File: config.mk
export PLATFORM = sky130hd
export DESIGN_NAME = abu_breakpoint
export DESIGN_NICKNAME = d
export VERILOG_FILES = /design/src/core/abu_pkg.sv /design/src/core/abu_breakpoint.sv
export SDC_FILE = /design/constraint.sdc
export NUM_CORES = 1
export LEC_CHECK = 0
export ABC_AREA = 1
export BUFFER_PORTS_ARGS = -buffer_cell sky130_fd_sc_hd__buf_2
export CAP_MARGIN = 10
export CORE_MARGIN = 1
export CORE_UTILIZATION = 43
export DETAILED_ROUTE_END_ITERATION = 16
export GPL_TIMING_DRIVEN = 0
export PLACE_DENSITY = 0.83
export SYNTH_ARGS = -nofsm -noshare
export SYNTH_HDL_FRONTEND = slang
export SYNTH_SLANG_ARGS = --single-unit
File: constraint.sdc
create_clock -name clk -period 1.5 [get_ports clk]
set_input_delay 0.225 -clock clk [delete_from_list [all_inputs] [get_ports clk]]
set_output_delay 0.225 -clock clk [all_outputs]
set_load 0.02 [all_outputs]
File: src/core/abu_pkg.sv
`default_nettype none
package abu_pkg;
    // Register indices; byte address is four times the index
    localparam logic [15:0] ABU_IDX_BP_ADDR_HI = 16'hFE0C;
    localparam logic [15:0] ABU_IDX_BP_ADDR_LO = 16'hFE0D;
    localparam logic [15:0] ABU_IDX_BP_STATUS_CTRL = 16'hFE0E;
    localparam logic [15:0] ABU_IDX_BP_FLAG_CONTROL = 16'hFE0F;
    localparam logic [15:0] ABU_IDX_STOPWAIT_STATUS = 16'hFE10;
    localparam logic [15:0] ABU_IDX_IRQ_STATUS = 16'hFE11;
    localparam logic [15:0] ABU_IDX_IRQ_MASK = 16'hFE12;
    localparam int ABU_AXI_ADDR_W = 18;

    // Field positions
    localparam int ABU_BIT_MATCH_ENABLE = 7;
    localparam int ABU_BIT_ACTIVE_FLAG = 6;
    localparam int ABU_BIT_FLAG_CLEAR_PERMIT = 7;
    localparam int ABU_BIT_STOPWAIT_EXIT = 1;
    localparam int ABU_IRQ_MATCH = 0;
    localparam int ABU_IRQ_TAKEN = 1;
    localparam int ABU_IRQ_ENDED = 2;
    localparam int ABU_IRQ_W = 3;

    // Reset values
    localparam logic [7:0] ABU_RST_BYTE = 8'h00;
    localparam logic [ABU_IRQ_W-1:0] ABU_RST_IRQ = 3'h0;

    // Break vectors
    localparam logic [15:0] ABU_VEC_USER = 16'hFFFC;
    localparam logic [15:0] ABU_VEC_MONITOR = 16'hFEFC;

    localparam logic [1:0] ABU_RESP_OKAY = 2'h0;
    localparam logic [1:0] ABU_RESP_SLVERR = 2'h2;

    typedef enum logic [1:0] {
        ABU_IDLE = 2'b00,
        ABU_PENDING = 2'b01,
        ABU_IN_BREAK = 2'b10
    } abu_state_e;

    typedef struct packed {
        logic [15:0] addr;
        logic addr_from_pc;
        logic instr_last_cycle;
        logic ret_done;
        logic monitor_mode;
        logic reset_pin_high_v;
        logic wait_mode;
        logic stop_mode;
    } abu_cpu_in_s;

    typedef struct packed {
        logic force_sw_irq;
        logic [15:0] break_vector;
        logic break_req;
        logic timer_hold;
        logic watchdog_disable;
        logic periph_flag_clear_ok;
        logic lowpower_exit;
    } abu_cpu_out_s;
endpackage
`default_nettype wire

File: src/core/abu_breakpoint.sv
`default_nettype none
module abu_breakpoint
    import abu_pkg::*;
(
    input wire logic clk,
    input wire logic rst,
    input wire abu_cpu_in_s cpu_in,
    output abu_cpu_out_s cpu_out,
    output logic irq,
    input wire logic [ABU_AXI_ADDR_W-1:0] s_axi_awaddr,
    input wire logic [2:0] s_axi_awprot,
    input wire logic s_axi_awvalid,
    output logic s_axi_awready,
    input wire logic [31:0] s_axi_wdata,
    input wire logic [3:0] s_axi_wstrb,
    input wire logic s_axi_wvalid,
    output logic s_axi_wready,
    output logic [1:0] s_axi_bresp,
    output logic s_axi_bvalid,
    input wire logic s_axi_bready,
    input wire logic [ABU_AXI_ADDR_W-1:0] s_axi_araddr,
    input wire logic [2:0] s_axi_arprot,
    input wire logic s_axi_arvalid,
    output logic s_axi_arready,
    output logic [31:0] s_axi_rdata,
    output logic [1:0] s_axi_rresp,
    output logic s_axi_rvalid,
    input wire logic s_axi_rready
);
    // Bus slave state
    logic aw_held_reg, aw_held_next;
    logic [ABU_AXI_ADDR_W-1:0] aw_addr_reg, aw_addr_next;
    logic w_held_reg, w_held_next;
    logic [7:0] w_byte_reg, w_byte_next;
    logic w_lane_reg, w_lane_next;
    logic bvalid_reg, bvalid_next;
    logic [1:0] bresp_reg, bresp_next;
    logic rvalid_reg, rvalid_next;
    logic [1:0] rresp_reg, rresp_next;
    logic [31:0] rdata_reg, rdata_next;

    // Break state
    abu_state_e state_reg, state_next;
    logic [7:0] bp_addr_hi_reg, bp_addr_hi_next;
    logic [7:0] bp_addr_lo_reg, bp_addr_lo_next;
    logic bp_match_enable_reg, bp_match_enable_next;
    logic bp_active_flag_reg, bp_active_flag_next;
    logic flag_clear_permit_reg, flag_clear_permit_next;
    logic stopwait_exit_by_bp_flag_reg, stopwait_exit_by_bp_flag_next;
    logic [ABU_IRQ_W-1:0] irq_status_reg, irq_status_next;
    logic [ABU_IRQ_W-1:0] irq_mask_reg, irq_mask_next;
    logic [15:0] vector_reg, vector_next;

    // Combinational helpers
    logic wr_fire;
    logic [15:0] wr_idx;
    logic wr_hit;
    logic [15:0] rd_idx;
    logic addr_match;
    logic sw_trigger;
    logic trigger;
    logic want_break;
    logic take_break;
    logic [ABU_IRQ_W-1:0] irq_events;
    logic [7:0] status_ctrl_view;

    assign s_axi_awready = !aw_held_reg && !bvalid_reg;
    assign s_axi_wready = !w_held_reg && !bvalid_reg;
    assign s_axi_arready = !rvalid_reg;
    assign s_axi_bvalid = bvalid_reg;
    assign s_axi_bresp = bresp_reg;
    assign s_axi_rvalid = rvalid_reg;
    assign s_axi_rresp = rresp_reg;
    assign s_axi_rdata = rdata_reg;

    // A write is performed once both address and data are held
    assign wr_fire = aw_held_reg && w_held_reg && !bvalid_reg;
    assign wr_idx = aw_addr_reg[ABU_AXI_ADDR_W-1:2];
    assign rd_idx = s_axi_araddr[ABU_AXI_ADDR_W-1:2];

    // Comparator idle in stop mode, PC addresses only
    assign addr_match = bp_match_enable_reg
        && cpu_in.addr_from_pc
        && !cpu_in.stop_mode
        && (cpu_in.addr == {bp_addr_hi_reg, bp_addr_lo_reg});

    // Only the low byte lane carries the registers
    assign sw_trigger = wr_fire && w_lane_reg && (wr_idx == ABU_IDX_BP_STATUS_CTRL)
        && w_byte_reg[ABU_BIT_ACTIVE_FLAG];
    assign trigger = addr_match || sw_trigger;
    assign want_break = (state_reg == ABU_PENDING) || (state_reg == ABU_IDLE && trigger);
    // Boundary taken same cycle when the match lands on the last cycle
    assign take_break = want_break && cpu_in.instr_last_cycle;

    assign status_ctrl_view = {bp_match_enable_reg, bp_active_flag_reg, 6'h00};

    always_comb begin
        aw_held_next = aw_held_reg;
        aw_addr_next = aw_addr_reg;
        w_held_next = w_held_reg;
        w_byte_next = w_byte_reg;
        w_lane_next = w_lane_reg;
        bvalid_next = bvalid_reg;
        bresp_next = bresp_reg;
        rvalid_next = rvalid_reg;
        rresp_next = rresp_reg;
        rdata_next = rdata_reg;
        wr_hit = 1'b0;

        if (s_axi_awvalid && s_axi_awready) begin
            aw_held_next = 1'b1;
            aw_addr_next = s_axi_awaddr;
        end
        if (s_axi_wvalid && s_axi_wready) begin
            w_held_next = 1'b1;
            w_byte_next = s_axi_wdata[7:0];
            w_lane_next = s_axi_wstrb[0];
        end
        if (wr_fire) begin
            if (wr_idx == ABU_IDX_BP_ADDR_HI) begin
                wr_hit = 1'b1;
            end else if (wr_idx == ABU_IDX_BP_ADDR_LO) begin
                wr_hit = 1'b1;
            end else if (wr_idx == ABU_IDX_BP_STATUS_CTRL) begin
                wr_hit = 1'b1;
            end else if (wr_idx == ABU_IDX_BP_FLAG_CONTROL) begin
                wr_hit = 1'b1;
            end else if (wr_idx == ABU_IDX_STOPWAIT_STATUS) begin
                wr_hit = 1'b1;
            end else if (wr_idx == ABU_IDX_IRQ_STATUS) begin
                wr_hit = 1'b1;
            end else if (wr_idx == ABU_IDX_IRQ_MASK) begin
                wr_hit = 1'b1;
            end
            aw_held_next = 1'b0;
            w_held_next = 1'b0;
            bvalid_next = 1'b1;
            bresp_next = wr_hit ? ABU_RESP_OKAY : ABU_RESP_SLVERR;
        end else if (bvalid_reg && s_axi_bready) begin
            bvalid_next = 1'b0;
        end

        if (s_axi_arvalid && s_axi_arready) begin
            rvalid_next = 1'b1;
            rresp_next = ABU_RESP_OKAY;
            rdata_next = 32'h0000_0000;
            if (rd_idx == ABU_IDX_BP_ADDR_HI) begin
                rdata_next[7:0] = bp_addr_hi_reg;
            end else if (rd_idx == ABU_IDX_BP_ADDR_LO) begin
                rdata_next[7:0] = bp_addr_lo_reg;
            end else if (rd_idx == ABU_IDX_BP_STATUS_CTRL) begin
                rdata_next[7:0] = status_ctrl_view;
            end else if (rd_idx == ABU_IDX_BP_FLAG_CONTROL) begin
                rdata_next[ABU_BIT_FLAG_CLEAR_PERMIT] = flag_clear_permit_reg;
            end else if (rd_idx == ABU_IDX_STOPWAIT_STATUS) begin
                rdata_next[ABU_BIT_STOPWAIT_EXIT] = stopwait_exit_by_bp_flag_reg;
            end else if (rd_idx == ABU_IDX_IRQ_STATUS) begin
                rdata_next[ABU_IRQ_W-1:0] = irq_status_reg;
            end else if (rd_idx == ABU_IDX_IRQ_MASK) begin
                rdata_next[ABU_IRQ_W-1:0] = irq_mask_reg;
            end else begin
                rresp_next = ABU_RESP_SLVERR;
            end
        end else if (rvalid_reg && s_axi_rready) begin
            rvalid_next = 1'b0;
        end
    end

    always_comb begin
        state_next = state_reg;
        bp_addr_hi_next = bp_addr_hi_reg;
        bp_addr_lo_next = bp_addr_lo_reg;
        bp_match_enable_next = bp_match_enable_reg;
        bp_active_flag_next = bp_active_flag_reg;
        flag_clear_permit_next = flag_clear_permit_reg;
        stopwait_exit_by_bp_flag_next = stopwait_exit_by_bp_flag_reg;
        irq_status_next = irq_status_reg;
        irq_mask_next = irq_mask_reg;
        vector_next = cpu_in.monitor_mode ? ABU_VEC_MONITOR : ABU_VEC_USER;
        irq_events = '0;

        // Software writes first so hardware sets below win
        if (wr_fire && w_lane_reg) begin
            if (wr_idx == ABU_IDX_BP_ADDR_HI) begin
                bp_addr_hi_next = w_byte_reg;
            end else if (wr_idx == ABU_IDX_BP_ADDR_LO) begin
                bp_addr_lo_next = w_byte_reg;
            end else if (wr_idx == ABU_IDX_BP_STATUS_CTRL) begin
                bp_match_enable_next = w_byte_reg[ABU_BIT_MATCH_ENABLE];
                bp_active_flag_next = w_byte_reg[ABU_BIT_ACTIVE_FLAG];
            end else if (wr_idx == ABU_IDX_BP_FLAG_CONTROL) begin
                flag_clear_permit_next = w_byte_reg[ABU_BIT_FLAG_CLEAR_PERMIT];
            end else if (wr_idx == ABU_IDX_STOPWAIT_STATUS) begin
                if (w_byte_reg[ABU_BIT_STOPWAIT_EXIT]) begin
                    stopwait_exit_by_bp_flag_next = 1'b0;
                end
            end else if (wr_idx == ABU_IDX_IRQ_STATUS) begin
                irq_status_next = irq_status_reg & ~w_byte_reg[ABU_IRQ_W-1:0];
            end else if (wr_idx == ABU_IDX_IRQ_MASK) begin
                irq_mask_next = w_byte_reg[ABU_IRQ_W-1:0];
            end
        end

        if (addr_match) begin
            bp_active_flag_next = 1'b1;
            irq_events[ABU_IRQ_MATCH] = 1'b1;
        end

        case (state_reg)
            ABU_IDLE: begin
                if (take_break) begin
                    state_next = ABU_IN_BREAK;
                end else if (trigger) begin
                    state_next = ABU_PENDING;
                end
            end
            ABU_PENDING: begin
                if (take_break) begin
                    state_next = ABU_IN_BREAK;
                end
            end
            ABU_IN_BREAK: begin
                // New triggers inside the handler are not queued
                if (cpu_in.ret_done) begin
                    state_next = ABU_IDLE;
                    irq_events[ABU_IRQ_ENDED] = 1'b1;
                end
            end
            default: begin
                state_next = ABU_IDLE;
            end
        endcase

        if (take_break) begin
            irq_events[ABU_IRQ_TAKEN] = 1'b1;
            if (cpu_in.wait_mode || cpu_in.stop_mode) begin
                stopwait_exit_by_bp_flag_next = 1'b1;
            end
        end

        irq_status_next = irq_status_next | irq_events;
    end

    always_ff @(posedge clk) begin
        if (rst) begin
            aw_held_reg <= 1'b0;
            aw_addr_reg <= '0;
            w_held_reg <= 1'b0;
            w_byte_reg <= ABU_RST_BYTE;
            w_lane_reg <= 1'b0;
            bvalid_reg <= 1'b0;
            bresp_reg <= ABU_RESP_OKAY;
            rvalid_reg <= 1'b0;
            rresp_reg <= ABU_RESP_OKAY;
            rdata_reg <= 32'h0000_0000;
            state_reg <= ABU_IDLE;
            bp_addr_hi_reg <= ABU_RST_BYTE;
            bp_addr_lo_reg <= ABU_RST_BYTE;
            bp_match_enable_reg <= 1'b0;
            bp_active_flag_reg <= 1'b0;
            flag_clear_permit_reg <= 1'b0;
            stopwait_exit_by_bp_flag_reg <= 1'b0;
            irq_status_reg <= ABU_RST_IRQ;
            irq_mask_reg <= ABU_RST_IRQ;
            vector_reg <= ABU_VEC_USER;
        end else begin
            aw_held_reg <= aw_held_next;
            aw_addr_reg <= aw_addr_next;
            w_held_reg <= w_held_next;
            w_byte_reg <= w_byte_next;
            w_lane_reg <= w_lane_next;
            bvalid_reg <= bvalid_next;
            bresp_reg <= bresp_next;
            rvalid_reg <= rvalid_next;
            rresp_reg <= rresp_next;
            rdata_reg <= rdata_next;
            state_reg <= state_next;
            bp_addr_hi_reg <= bp_addr_hi_next;
            bp_addr_lo_reg <= bp_addr_lo_next;
            bp_match_enable_reg <= bp_match_enable_next;
            bp_active_flag_reg <= bp_active_flag_next;
            flag_clear_permit_reg <= flag_clear_permit_next;
            stopwait_exit_by_bp_flag_reg <= stopwait_exit_by_bp_flag_next;
            irq_status_reg <= irq_status_next;
            irq_mask_reg <= irq_mask_next;
            vector_reg <= vector_next;
        end
    end

    always_comb begin
        cpu_out.force_sw_irq = take_break;
        cpu_out.break_vector = vector_reg;
        cpu_out.break_req = want_break;
        cpu_out.timer_hold = (state_reg == ABU_IN_BREAK);
        cpu_out.watchdog_disable = (state_reg == ABU_IN_BREAK) && cpu_in.reset_pin_high_v;
        // Outside a break peripherals clear flags freely
        cpu_out.periph_flag_clear_ok = (state_reg != ABU_IN_BREAK) || flag_clear_permit_reg;
        cpu_out.lowpower_exit = want_break && (cpu_in.stop_mode || cpu_in.wait_mode);
    end

    assign irq = |(irq_status_reg & irq_mask_reg);
endmodule // abu_breakpoint
`default_nettype wire

==> results of run 1 <==
[power by group through the flow]
stage | Sequential [mW] | Combinational (mW) | Clock, mW
3_5_place_dp | 2.00 | 0.718 | 0
5_1_grt | 1.99 | 0.920 | 1.82
4_1_cts | 1.97 | 0.762 | 1.74
3_3_place_gp | 2.00 | 0.701 | 0
2_1_floorplan | 2.01 | 0.491 | 0
6_report | 1.98 | 0.832 | 1.74
[worst paths after layout]
path,slack [ns],end,start,cells after the start
setup / recovery,-0.59,cpu_out[21],bp_addr_lo_reg[4],12
hold / removal,0.03,vector_reg[8],cpu_in[3],2
setup reg to reg,-0.46,stopwait_exit_by_bp_flag_reg,bp_addr_lo_reg[4],17
hold reg to reg,0.46,aw_addr_reg[11],aw_addr_reg[11],2
[stage by stage]
step	cell area (sq um)	worst slack [ns]	TNS (ns)	instances
6_report	5670	-0.587	-7.28	868
5_1_grt	5670	-0.690	-10.03	868
4_1_cts	5340	-0.453	-5.98	858
3_5_place_dp	4570	-0.352	-3.12	799
3_3_place_gp	4570	-0.338	-2.13	799
2_1_floorplan	3980	-0.00929	-0.00929	603
[critical path, cell delays in order, from the launching register on]
cell                      delay [ns]
sky130_fd_sc_hd__dfxtp_2        0.34
sky130_fd_sc_hd__inv_2          0.04
sky130_fd_sc_hd__nand2_2        0.05
sky130_fd_sc_hd__nand2_1        0.08
sky130_fd_sc_hd__nor2_1         0.16
sky130_fd_sc_hd__nand2_1        0.08
sky130_fd_sc_hd__nor2_2         0.14
sky130_fd_sc_hd__nand3_2        0.14
sky130_fd_sc_hd__nand3_4        0.12
sky130_fd_sc_hd__nand3_4        0.10
sky130_fd_sc_hd__inv_4          0.07
sky130_fd_sc_hd__buf_6          0.08
sky130_fd_sc_hd__buf_6          0.10
[logic make-up (layout without fill, tap and decap cells)]
group           Yosys count  in the layout  synth area share (%)
compound gates          108            108                  15.2
xor+xnor                  9              9                  2.07
buf+inv                 136            296                  17.9
flops                    68             68                  35.7
other cells               2             41                 0.197
simple gates            241            241                  28.9
[layout by cell type (no fill, tap or decap), drive strengths merged, types with 4 or more instances in the layout]
master	instances
nand2	94
conb	41
a31oi	4
nand3	30
o211ai	5
nor3	8
a21oi	43
clkbuf	21
nand4	9
o21ai	50
dfxtp	68
xnor2	4
nor4	5
buf	190
inv	77
xor2	5
nor2	90
[cell type report]
class,instances,area [sq um],share of cell area [%]
buffer,55,383,6.75
clock buffer,11,141,2.49
clock inverter,5,85.1,1.50
inverter,79,310,5.47
multi-input combinational,399,2260,39.8
sequential,68,1410,24.8
tap,105,131,2.32
timing repair buffer,145,955,16.8
timing repair inverter,1,7.51,0.132
[routing by layer]
layer / global-route usage (%) / routed length (um) / vias up
li1: - / - / 2112
met1: 29.6 / 4560 / 1944
met2: 45.0 / 6170 / 226
met3: 4.74 / 872 / 56
met4: 13.1 / 581 / 0
met5: 0 / 0 / -
[timing repair]
item / CTS / global route
endpoints found under the setup margin: 32 / 36
hold buffers: 0 / 0
setup buffers: 46 / 23
gates resized for setup: 97 / 77
pin swaps: 32 / 30
gates cloned: 2 / 1
==> metrics.txt, run 1 <==
# TYPE chip_impl_metric gauge
chip_impl_metric{name="antenna_cells_inserted",unit=""} 0
chip_impl_info{name="ys_top_cells_by_count",value="sky130_fd_sc_hd__nand2_1 (90), sky130_fd_sc_hd__nor2_1 (83), sky130_fd_sc_hd__inv_1 (75)"} 1
chip_impl_metric{name="drt_first_pass_iters",unit=""} 5
chip_impl_metric{name="shortest_clock_period_the_worst_path_allows_after_layout",unit="ns"} 2.09
chip_impl_metric{name="worstMarginPinSlew",unit="ns"} 0.674
chip_impl_metric{name="max-cap-violations",unit=""} 0
chip_impl_metric{name="avgRoutedWirePerCell",unit="um"} 14.0
chip_impl_metric{name="detailed_place_hpwl",unit="um"} 7990
chip_impl_metric{name="hold_ws",unit="ns"} 0.0320
chip_impl_metric{name="ys_ff_latch",unit=""} 68
chip_impl_metric{name="synthArstFlopShare",unit="%"} 0
chip_impl_metric{name="detail_route.vias_per_cell",unit=""} 5.00
chip_impl_metric{name="setup_viol",unit=""} 31
chip_impl_metric{name="die-width",unit="um"} 96.1
chip_impl_metric{name="cts_inserted_buffers",unit=""} 9
chip_impl_metric{name="globalRoute.totalOverflow",unit=""} 0
chip_impl_info{name="synth_largest_area_cell",value="sky130_fd_sc_hd__dfxtp_1"} 1
chip_impl_metric{name="net_switching_power_figure",unit="mW"} 1.35
chip_impl_metric{name="tritoncts_num_sinks",unit=""} 68
chip_impl_metric{name="maximum_number_of_pins_on_one_net_before_global_route_repair",unit=""} 15
chip_impl_metric{name="dr_total_vias",unit=""} 4338
chip_impl_metric{name="total_power",unit="mW"} 4.55
chip_impl_metric{name="core_area",unit="sq um"} 8380
chip_impl_metric{name="ir_worst_vdd",unit="mV"} 0.491
chip_impl_metric{name="io_buffers",unit=""} 91
chip_impl_metric{name="final.fill_count",unit=""} 649
chip_impl_info{name="yosysMostFrequentCell",value="sky130_fd_sc_hd__nand2_1"} 1
chip_impl_metric{name="fp.dieArea",unit="sq um"} 9240
chip_impl_info{name="grt_setup_unrepaired",value="yes"} 1
chip_impl_metric{name="gr-usage-all-layers",unit="%"} 25.7
chip_impl_metric{name="worstPathArrival",unit="ns"} 1.86
chip_impl_metric{name="die_h",unit="um"} 96.1
chip_impl_metric{name="synth_cells",unit=""} 564
chip_impl_info{name="timing.critical_path.from_type",value="register"} 1
chip_impl_info{name="synthTopCellsByArea",value="sky130_fd_sc_hd__dfxtp_1 (36%), sky130_fd_sc_hd__nand2_1 (8.9%), sky130_fd_sc_hd__buf_4 (8.5%), sky130_fd_sc_hd__nor2_1 (8.2%), sky130_fd_sc_hd__inv_1 (7.4%)"} 1
chip_impl_metric{name="initial_utilization",unit="%"} 45.5
chip_impl_metric{name="post_route_cells_drive_above_1_share",unit="%"} 44.4
chip_impl_metric{name="drt_iter0_drc",unit=""} 309
chip_impl_metric{name="worst_slack",unit="ns"} -0.587
chip_impl_metric{name="power_leakage",unit="nW"} 2.73
chip_impl_metric{name="yosys_warnings",unit=""} 0
chip_impl_info{name="worstSetupPathType",value="register to output pin"} 1
chip_impl_metric{name="area.growth.synth_to_final",unit="%"} 48.9
chip_impl_metric{name="synth_top_cell_area_share",unit="%"} 35.7
chip_impl_metric{name="critPathRequiredTime",unit="ns"} 1.27
chip_impl_metric{name="htree_num_levels",unit=""} 3
chip_impl_metric{name="number_of_antenna_violations_at_the_first_check_in_global_routing",unit=""} 0
chip_impl_metric{name="remaining_drc_errors",unit=""} 0
chip_impl_metric{name="synth-edff-count",unit=""} 0
chip_impl_metric{name="timing.fmax",unit="MHz"} 479
chip_impl_metric{name="global_route_wire_length_before_repair",unit="um"} 18100
chip_impl_metric{name="cp_max_fo",unit=""} 2
chip_impl_metric{name="power_switching_share",unit="%"} 29.6
chip_impl_metric{name="drtAntennaViolNets",unit=""} 0
chip_impl_metric{name="share_seq_of_total_power",unit="%"} 43.5
chip_impl_metric{name="via_count_of_the_first_global_routing_pass",unit=""} 3959
chip_impl_metric{name="p_int",unit="mW"} 3.20
chip_impl_metric{name="final_hold_violation_count",unit=""} 0
chip_impl_metric{name="finalMaxSlewViolations",unit=""} 0
chip_impl_info{name="cts.root.buffer_cell",value="sky130_fd_sc_hd__clkbuf_8"} 1
chip_impl_metric{name="final.period_utilization",unit="%"} 139
chip_impl_metric{name="io_pins",unit=""} 172
chip_impl_info{name="status",value="complete, but fails checks"} 1
chip_impl_metric{name="pwr-share-comb",unit="%"} 18.3
chip_impl_metric{name="net_count_of_the_finished_layout",unit=""} 866
chip_impl_info{name="min_path_type",value="input port to register"} 1
chip_impl_metric{name="cts.reportedPaths.clkPinSlew",unit="ns"} 0.08
chip_impl_metric{name="largest_register_ff_count",unit=""} 16
chip_impl_metric{name="clock_power_share",unit="%"} 38.2
chip_impl_info{name="category_of_the_worst_setup_path_capture_point",value="output pin"} 1
chip_impl_metric{name="route.final.wire_length",unit="um"} 12200
chip_impl_metric{name="worst_clock_skew",unit="ns"} 0.00724
chip_impl_info{name="failing_checks",value="setup timing"} 1
chip_impl_metric{name="synth.yosys.seq_area_share",unit="%"} 35.7
chip_impl_metric{name="clk_latency",unit="ns"} 0.35
chip_impl_metric{name="netlist-cell-type-count",unit=""} 40
chip_impl_metric{name="syn_avg_cell_area",unit="sq um"} 6.76
chip_impl_metric{name="utilization",unit="%"} 67.7
chip_impl_metric{name="tightest_slew_margin_relative_to_the_limit",unit="%"} 55.1
chip_impl_metric{name="std_cell_rows",unit=""} 33
chip_impl_info{name="synth_flop_cell",value="sky130_fd_sc_hd__dfxtp_1"} 1
chip_impl_metric{name="clk_path_buf_depth",unit=""} 2
chip_impl_metric{name="power_density",unit="nW/um^2"} 802
chip_impl_metric{name="netlist_area",unit="sq um"} 3810
chip_impl_info{name="cts_tree",value="done"} 1
chip_impl_metric{name="gp_congestion",unit=""} 0.906
No activity file was read; power rests on OpenSTA's default activity.
==> run 2: changes to the inputs <==
==> constraint.sdc (replaced) <==
create_clock -name clk -period 1.5 [get_ports clk]
set_input_delay 0.225 -clock clk [delete_from_list [all_inputs] [get_ports clk]]
set_output_delay 0.225 -clock clk [all_outputs]
set_load 0.1 [all_outputs]
==> run 2 against run 1 <==
Against the previous run: the run still ends with setup timing left; combinational power rose by 69%; sequential cell count did not move; first-iteration DRC count is 19% lower; routed wire length is 5.7% lower; non-clock buffer count is 25 lower; critical path depth shrank 1; largest cell class unchanged; largest power group is now the clock network.
==> metrics.txt, run 2 (synthesized netlist as in run 1, its figures left out) <==
# TYPE chip_impl_metric gauge
chip_impl_info{name="most_used_cells_in_the_layout_excluding_fill_and_tap_cells",value="sky130_fd_sc_hd__buf_2 (81), sky130_fd_sc_hd__nand2_1 (75), sky130_fd_sc_hd__nor2_1 (67)"} 1
chip_impl_metric{name="layout.cell_area.non_filler",unit="sq um"} 5510
chip_impl_metric{name="power_density",unit="nW/um^2"} 979
chip_impl_metric{name="htree_num_levels",unit=""} 3
chip_impl_metric{name="worstPathArrival",unit="ns"} 1.88
chip_impl_metric{name="final_hold_violation_count",unit=""} 0
chip_impl_metric{name="final.period_utilization",unit="%"} 140
chip_impl_metric{name="hold_ws",unit="ns"} 0.0480
chip_impl_metric{name="detailed_place_hpwl",unit="um"} 8250
chip_impl_info{name="status",value="complete, but fails checks"} 1
chip_impl_metric{name="max-cap-violations",unit=""} 0
chip_impl_metric{name="antenna_cells_inserted",unit=""} 0
chip_impl_metric{name="placedInstanceArea",unit="sq um"} 4720
chip_impl_metric{name="setup_viol",unit=""} 30
chip_impl_metric{name="finalMaxSlewViolations",unit=""} 0
chip_impl_metric{name="critPathRequiredTime",unit="ns"} 1.27
chip_impl_metric{name="global_route_wire_length_before_repair",unit="um"} 17000
chip_impl_metric{name="area.growth.synth_to_final",unit="%"} 44.6
chip_impl_metric{name="ir_worst_vdd",unit="mV"} 0.602
chip_impl_metric{name="die_h",unit="um"} 96.1
chip_impl_metric{name="shortest_clock_period_the_worst_path_allows_after_layout",unit="ns"} 2.10
chip_impl_metric{name="detail_route.vias_per_cell",unit=""} 4.96
chip_impl_metric{name="largest_register_ff_count",unit=""} 16
chip_impl_metric{name="gp_congestion",unit=""} 0.859
chip_impl_info{name="failing_checks",value="setup timing"} 1
chip_impl_metric{name="drtAntennaViolNets",unit=""} 0
chip_impl_metric{name="route.final.wire_length",unit="um"} 11500
chip_impl_info{name="min_path_type",value="input port to register"} 1
chip_impl_info{name="cts.root.buffer_cell",value="sky130_fd_sc_hd__clkbuf_8"} 1
chip_impl_metric{name="tritoncts_num_sinks",unit=""} 68
chip_impl_metric{name="core_area",unit="sq um"} 8380
chip_impl_metric{name="finalSetupTns",unit="ns"} -7.28
chip_impl_metric{name="initial_utilization",unit="%"} 45.5
chip_impl_info{name="worstSetupPathType",value="register to output pin"} 1
chip_impl_metric{name="timing.fmax",unit="MHz"} 475
chip_impl_info{name="timing.critical_path.from_type",value="register"} 1
chip_impl_metric{name="dr_total_vias",unit=""} 4176
chip_impl_info{name="category_of_the_worst_setup_path_capture_point",value="output pin"} 1
chip_impl_metric{name="cts.reportedPaths.clkPinSlew",unit="ns"} 0.07
chip_impl_metric{name="gr-usage-all-layers",unit="%"} 24.2
chip_impl_metric{name="clk_path_buf_depth",unit=""} 2
chip_impl_metric{name="dp.cells",unit=""} 799
chip_impl_metric{name="tightest_slew_margin_relative_to_the_limit",unit="%"} 54.8
chip_impl_metric{name="post_route_cells_drive_above_1_share",unit="%"} 39.9
chip_impl_metric{name="fp.dieArea",unit="sq um"} 9240
chip_impl_metric{name="cp_max_fo",unit=""} 3
chip_impl_metric{name="io_buffers",unit=""} 91
chip_impl_metric{name="drt_first_pass_iters",unit=""} 5
chip_impl_metric{name="drt_iter0_drc",unit=""} 250
chip_impl_info{name="grt_setup_unrepaired",value="yes"} 1
chip_impl_metric{name="hold-path-cell-count",unit=""} 2
chip_impl_metric{name="cts_inserted_buffers",unit=""} 9
chip_impl_metric{name="die-width",unit="um"} 96.1
chip_impl_metric{name="ff2ff_path_depth",unit=""} 10
chip_impl_metric{name="worstMarginPinSlew",unit="ns"} 0.677
chip_impl_metric{name="avgRoutedWirePerCell",unit="um"} 13.6
chip_impl_metric{name="io_pins",unit=""} 172
chip_impl_metric{name="worst_slack",unit="ns"} -0.603
chip_impl_metric{name="final.fill_count",unit=""} 710
chip_impl_metric{name="clk_latency",unit="ns"} 0.35
chip_impl_metric{name="maximum_number_of_pins_on_one_net_before_global_route_repair",unit=""} 12
chip_impl_metric{name="worst_clock_skew",unit="ns"} 0.00843
chip_impl_metric{name="net_count_of_the_finished_layout",unit=""} 840
chip_impl_info{name="cts_tree",value="done"} 1
chip_impl_metric{name="remaining_drc_errors",unit=""} 0
chip_impl_info{name="mostFrequentLayoutCell",value="sky130_fd_sc_hd__buf_2"} 1
chip_impl_metric{name="globalRoute.totalOverflow",unit=""} 0
chip_impl_metric{name="via_count_of_the_first_global_routing_pass",unit=""} 3741
chip_impl_metric{name="power_leakage",unit="nW"} 2.64
chip_impl_metric{name="finish.cell_count_without_fillers",unit=""} 842
chip_impl_metric{name="std_cell_rows",unit=""} 33
chip_impl_metric{name="number_of_antenna_violations_at_the_first_check_in_global_routing",unit=""} 0
## run 2: repair_timing
action,4_1_cts,5_1_grt
pin swaps,23,17
buffers inserted,18,8
endpoints found under the setup margin,33,37
gates cloned,2,0
hold buffers,0,0
gates resized for setup,85,32
## run 2: metrics by stage
stage                     power [mW]  setup WS [ns]  util, %
after floorplan                 3.09         -0.541        -
after global placement          3.30         -0.659     56.3
after detailed placement        3.32         -0.658     56.3
after CTS                       5.34         -0.564     63.7
after global routing            5.61         -0.714     65.8
final                           5.40         -0.603     65.8
## run 2: routing by layer
metal  GRT usage, %  vias up  wire [um]
met5              0        -          0
met4           8.96        0        243
met3           3.48       29        872
met2           43.7      201       5810
met1           28.9     1881       4560
li1               -     2065          -
## run 2: area by class of cell
type                       instances  area, sq um  area share [%]
multi-input combinational        399         2200            39.9
clock inverter                     3         90.1            1.63
timing repair buffer             119          774            14.0
inverter                          79          312            5.65
sequential                        68         1390            25.3
buffer                            56          435            7.90
clock buffer                      13          179            3.25
tap                              105          131            2.38
## run 2: worst paths after layout
| kind | from | to | slack, ns |
|---|---|---|---|
| min | cpu_in[3] | vector_reg[8] | 0.05 |
| max | aw_addr_reg[7] | cpu_out[21] | -0.60 |
| min reg2reg | aw_addr_reg[11] | aw_addr_reg[11] | 0.47 |
| max reg2reg | aw_addr_reg[16] | bp_addr_lo_reg[6] | -0.38 |
## run 2: where the power goes
group	internal (mW)	switching, mW	total (mW)
registers	1.90	0.0823	1.98
clock network	1.29	0.715	2.00
logic	0.354	1.06	1.41
total	3.54	1.85	5.40
## run 2: critical path, cell delays in order, from the launching register on
cell and delay, ns:
sky130_fd_sc_hd__dfxtp_1 0.31, sky130_fd_sc_hd__inv_1 0.15, sky130_fd_sc_hd__nand3_4 0.12, sky130_fd_sc_hd__nor2_4 0.14, sky130_fd_sc_hd__nand2_4 0.07, sky130_fd_sc_hd__nor2_4 0.13
sky130_fd_sc_hd__nand2_2 0.07, sky130_fd_sc_hd__nand3_2 0.10, sky130_fd_sc_hd__nand3_2 0.09, sky130_fd_sc_hd__inv_2 0.09, sky130_fd_sc_hd__buf_12 0.10, sky130_fd_sc_hd__buf_12 0.16
==> run 3: changes to the inputs <==
--- a/config.mk
+++ b/config.mk
@@ -5,14 +5,13 @@
 export SDC_FILE = /design/constraint.sdc
 export NUM_CORES = 1
 export LEC_CHECK = 0
-export ABC_AREA = 1
 export BUFFER_PORTS_ARGS = -buffer_cell sky130_fd_sc_hd__buf_2
 export CAP_MARGIN = 10
 export CORE_MARGIN = 1
-export CORE_UTILIZATION = 43
+export CORE_UTILIZATION = 41
 export DETAILED_ROUTE_END_ITERATION = 16
 export GPL_TIMING_DRIVEN = 0
-export PLACE_DENSITY = 0.83
+export PLACE_DENSITY = 0.82
 export SYNTH_ARGS = -nofsm -noshare
 export SYNTH_HDL_FRONTEND = slang
 export SYNTH_SLANG_ARGS = --single-unit
==> run 3 against run 2 <==
Against the previous run: the flow still finishes with violations (setup timing); area after synthesis decreased by 11%; worst setup slack got worse by 0.16 ns; critical path depth decreased by 4; synthesized cell count decreased by 27%; count of clock-buffer cells in the layout decreased by 3; utilization decreased by 1.9 points; largest power group is now sequential cells; sequential share of layout area increased by 2.4 points; routed wire length decreased by 17%.
==> metrics.txt, run 3 <==
# TYPE chip_impl_metric gauge
chip_impl_metric{name="globalRoute.totalOverflow",unit=""} 0
chip_impl_metric{name="max-cap-violations",unit=""} 0
chip_impl_metric{name="worstMarginPinSlew",unit="ns"} 0.676
chip_impl_metric{name="dp.cells",unit=""} 644
chip_impl_metric{name="cts.reportedPaths.clkPinSlew",unit="ns"} 0.08
chip_impl_metric{name="number_of_antenna_violations_at_the_first_check_in_global_routing",unit=""} 0
chip_impl_metric{name="synth_simple_gate_area_share",unit="%"} 23.5
chip_impl_metric{name="critPathBufInv",unit=""} 2
chip_impl_info{name="timing.critical_path.from_type",value="register"} 1
chip_impl_metric{name="detailed_place_hpwl",unit="um"} 6550
chip_impl_metric{name="timing.fmax",unit="MHz"} 442
chip_impl_metric{name="yosys_warnings",unit=""} 0
chip_impl_metric{name="ir_worst_vdd",unit="mV"} 0.550
chip_impl_metric{name="remaining_drc_errors",unit=""} 0
chip_impl_metric{name="worst_slack",unit="ns"} -0.760
chip_impl_info{name="ys_top_cells_by_count",value="sky130_fd_sc_hd__nand2_1 (72), sky130_fd_sc_hd__dfxtp_1 (68), sky130_fd_sc_hd__buf_4 (43)"} 1
chip_impl_metric{name="netlist-cell-type-count",unit=""} 44
chip_impl_metric{name="fp.dieArea",unit="sq um"} 8620
chip_impl_metric{name="global_route_wire_length_before_repair",unit="um"} 14400
chip_impl_metric{name="critPathRequiredTime",unit="ns"} 1.27
chip_impl_metric{name="shortest_clock_period_the_worst_path_allows_after_layout",unit="ns"} 2.26
chip_impl_metric{name="finalMaxSlewViolations",unit=""} 0
chip_impl_metric{name="clk_path_buf_depth",unit=""} 2
chip_impl_metric{name="drt_iter0_drc",unit=""} 207
chip_impl_metric{name="worst_clock_skew",unit="ns"} 0.00964
chip_impl_info{name="grt_setup_unrepaired",value="yes"} 1
chip_impl_metric{name="clk_latency",unit="ns"} 0.35
chip_impl_metric{name="io_buffers",unit=""} 91
chip_impl_metric{name="tritoncts_num_sinks",unit=""} 68
chip_impl_info{name="category_of_the_worst_setup_path_capture_point",value="output pin"} 1
chip_impl_metric{name="drt_first_pass_iters",unit=""} 4
chip_impl_info{name="critical-path-slowest-cell",value="sky130_fd_sc_hd__nor4_4"} 1
chip_impl_info{name="yosysMostFrequentCell",value="sky130_fd_sc_hd__nand2_1"} 1
chip_impl_metric{name="io_pins",unit=""} 172
chip_impl_metric{name="synth-edff-count",unit=""} 0
chip_impl_metric{name="die_h",unit="um"} 92.9
chip_impl_metric{name="post_route_cells_drive_above_1_share",unit="%"} 41.2
chip_impl_info{name="most_used_cells_in_the_layout_excluding_fill_and_tap_cells",value="sky130_fd_sc_hd__buf_2 (80), sky130_fd_sc_hd__nand2_1 (69), sky130_fd_sc_hd__buf_4 (59)"} 1
chip_impl_metric{name="synth_mux_area_share",unit="%"} 8.76
chip_impl_metric{name="detail_route.vias_per_cell",unit=""} 4.88
chip_impl_metric{name="net_count_of_the_finished_layout",unit=""} 685
chip_impl_info{name="failing_checks",value="setup timing"} 1
chip_impl_info{name="synthTopCellsByArea",value="sky130_fd_sc_hd__dfxtp_1 (40%), sky130_fd_sc_hd__buf_4 (9.5%), sky130_fd_sc_hd__nand2_1 (8.0%), sky130_fd_sc_hd__mux2i_1 (7.1%), sky130_fd_sc_hd__a21oi_1 (5.6%)"} 1
chip_impl_metric{name="final.fill_count",unit=""} 627
chip_impl_metric{name="initial_utilization",unit="%"} 43.1
chip_impl_metric{name="synth_cells",unit=""} 412
chip_impl_metric{name="largest_register_ff_count",unit=""} 16
chip_impl_metric{name="critical-path-max-stage-delay",unit="ns"} 0.39
chip_impl_metric{name="syn_avg_cell_area",unit="sq um"} 8.21
chip_impl_metric{name="antenna_cells_inserted",unit=""} 0
chip_impl_info{name="worstSetupPathType",value="register to output pin"} 1
chip_impl_metric{name="hold_ws",unit="ns"} 0.0328
chip_impl_info{name="mostFrequentLayoutCell",value="sky130_fd_sc_hd__buf_2"} 1
chip_impl_info{name="status",value="complete, but fails checks"} 1
chip_impl_metric{name="power_leakage",unit="nW"} 2.30
chip_impl_info{name="cts_tree",value="done"} 1
chip_impl_metric{name="synth.yosys.seq_area_share",unit="%"} 40.2
chip_impl_metric{name="std_cell_rows",unit=""} 32
chip_impl_metric{name="dr_total_vias",unit=""} 3337
chip_impl_metric{name="gp_congestion",unit=""} 0.887
chip_impl_metric{name="cts_inserted_buffers",unit=""} 9
chip_impl_metric{name="finish.cell_count_without_fillers",unit=""} 684
chip_impl_info{name="cts.root.buffer_cell",value="sky130_fd_sc_hd__clkbuf_8"} 1
chip_impl_metric{name="via_count_of_the_first_global_routing_pass",unit=""} 3030
chip_impl_metric{name="power_density",unit="nW/um^2"} 922
chip_impl_metric{name="cts_hold_buf",unit=""} 0
chip_impl_metric{name="utilization",unit="%"} 63.9
chip_impl_metric{name="setup_viol",unit=""} 33
chip_impl_metric{name="htree_num_levels",unit=""} 3
chip_impl_info{name="timing.critical_path.cells",value="xnor2_2, nand4_1, nor4_4, a31oi_4, buf_4, nor2_4, buf_12"} 1
chip_impl_metric{name="avgRoutedWirePerCell",unit="um"} 13.9
chip_impl_metric{name="ys_ff_latch",unit=""} 68
chip_impl_info{name="min_path_type",value="input port to register"} 1
chip_impl_info{name="synth_top_family_by_area",value="simple AND/OR/NAND/NOR gates"} 1
chip_impl_metric{name="dp_worst_setup_slack",unit="ns"} -0.851
chip_impl_info{name="synth_largest_area_cell",value="sky130_fd_sc_hd__dfxtp_1"} 1
chip_impl_metric{name="die-width",unit="um"} 92.9
chip_impl_info{name="critical-path-top-delay-family",value="simple AND/OR/NAND/NOR gates"} 1
chip_impl_metric{name="final_hold_violation_count",unit=""} 0
chip_impl_info{name="synth_flop_cell",value="sky130_fd_sc_hd__dfxtp_1"} 1
chip_impl_metric{name="synth_top_cell_area_share",unit="%"} 40.2
chip_impl_metric{name="final.period_utilization",unit="%"} 151
chip_impl_metric{name="area.growth.synth_to_final",unit="%"} 48.2
chip_impl_metric{name="netlist_area",unit="sq um"} 3380
chip_impl_metric{name="synthXorXnorAreaFrac",unit="%"} 4.14
chip_impl_metric{name="synthArstFlopShare",unit="%"} 0
chip_impl_metric{name="core_area",unit="sq um"} 7850
chip_impl_metric{name="arithmetic_cell_share_of_the_synthesized_area_counting_full_adders_half_adders_and_majority_gates",unit="%"} 0
chip_impl_metric{name="maximum_number_of_pins_on_one_net_before_global_route_repair",unit=""} 13
chip_impl_metric{name="cp_max_fo",unit=""} 4
chip_impl_metric{name="drtAntennaViolNets",unit=""} 0
chip_impl_metric{name="route.final.wire_length",unit="um"} 9510
chip_impl_metric{name="worstPathArrival",unit="ns"} 2.04
chip_impl_metric{name="compound_gate_fraction_of_synth_area",unit="%"} 10.5
chip_impl_metric{name="tightest_slew_margin_relative_to_the_limit",unit="%"} 54.9
chip_impl_metric{name="gr-usage-all-layers",unit="%"} 21.5
run 3: cells by family (layout without fill, tap and decap cells):
| group | after synthesis | count (layout) |
|---|---|---|
| buffers and inverters | 71 | 202 |
| AO/OA/AOI/OAI | 62 | 62 |
| multiplexers | 28 | 28 |
| AND/OR/NAND/NOR | 165 | 165 |
| flip-flops | 68 | 68 |
| XOR/XNOR | 16 | 16 |
| other | 2 | 41 |
run 3: final cells by class:
type                       instances  area, sq um  area share [%]
sequential                        68         1390            27.7
timing repair buffer             116          798            15.9
inverter                          13         55.1            1.10
clock inverter                     6         63.8            1.27
multi-input combinational        312         2020            40.3
clock buffer                      10          138            2.74
tap                              102          128            2.54
buffer                            57          422            8.41
run 3: stage by stage:
stage	TNS, ns	instance area [sq um]	total power [mW]
2_1_floorplan	-10.11	3660	2.86
3_3_place_gp	-11.61	4240	3.04
3_5_place_dp	-14.10	4240	3.05
4_1_cts	-5.01	4710	4.59
5_1_grt	-11.55	5020	4.79
6_report	-9.36	5020	4.62
run 3: layer usage:
layer  track usage [%]  up-vias  share of wire (%)
li1                  -     1646                  -
met1              24.7     1526                 40
met2              39.2      143                 52
met3              5.50       22                6.6
met4              5.90        0                1.6
met5                 0        -                  0
run 3: repair_timing:
| item | CTS | global route |
|---|---|---|
| cloned | 0 | 0 |
| setup endpoints to repair | 36 | 39 |
| pin swaps | 13 | 18 |
| resized for setup | 60 | 38 |
| setup buffers | 5 | 23 |
run 3: final timing paths:
kind	start	to	slack (ns)	cells after the start
max	bp_addr_hi_reg[3]	cpu_out[0]	-0.76	7
min	cpu_in[3]	vector_reg[8]	0.03	2
max reg2reg	s_axi_bvalid	bp_addr_lo_reg[2]	-0.65	12
min reg2reg	s_axi_rdata[3]	s_axi_rdata[3]	0.45	2
run 3: report_power, final:
group	switching [mW]	leakage [nW]	internal, mW
registers	0.0659	0.560	1.86
logic	0.857	1.64	0.313
clock network	0.717	0.0983	0.809
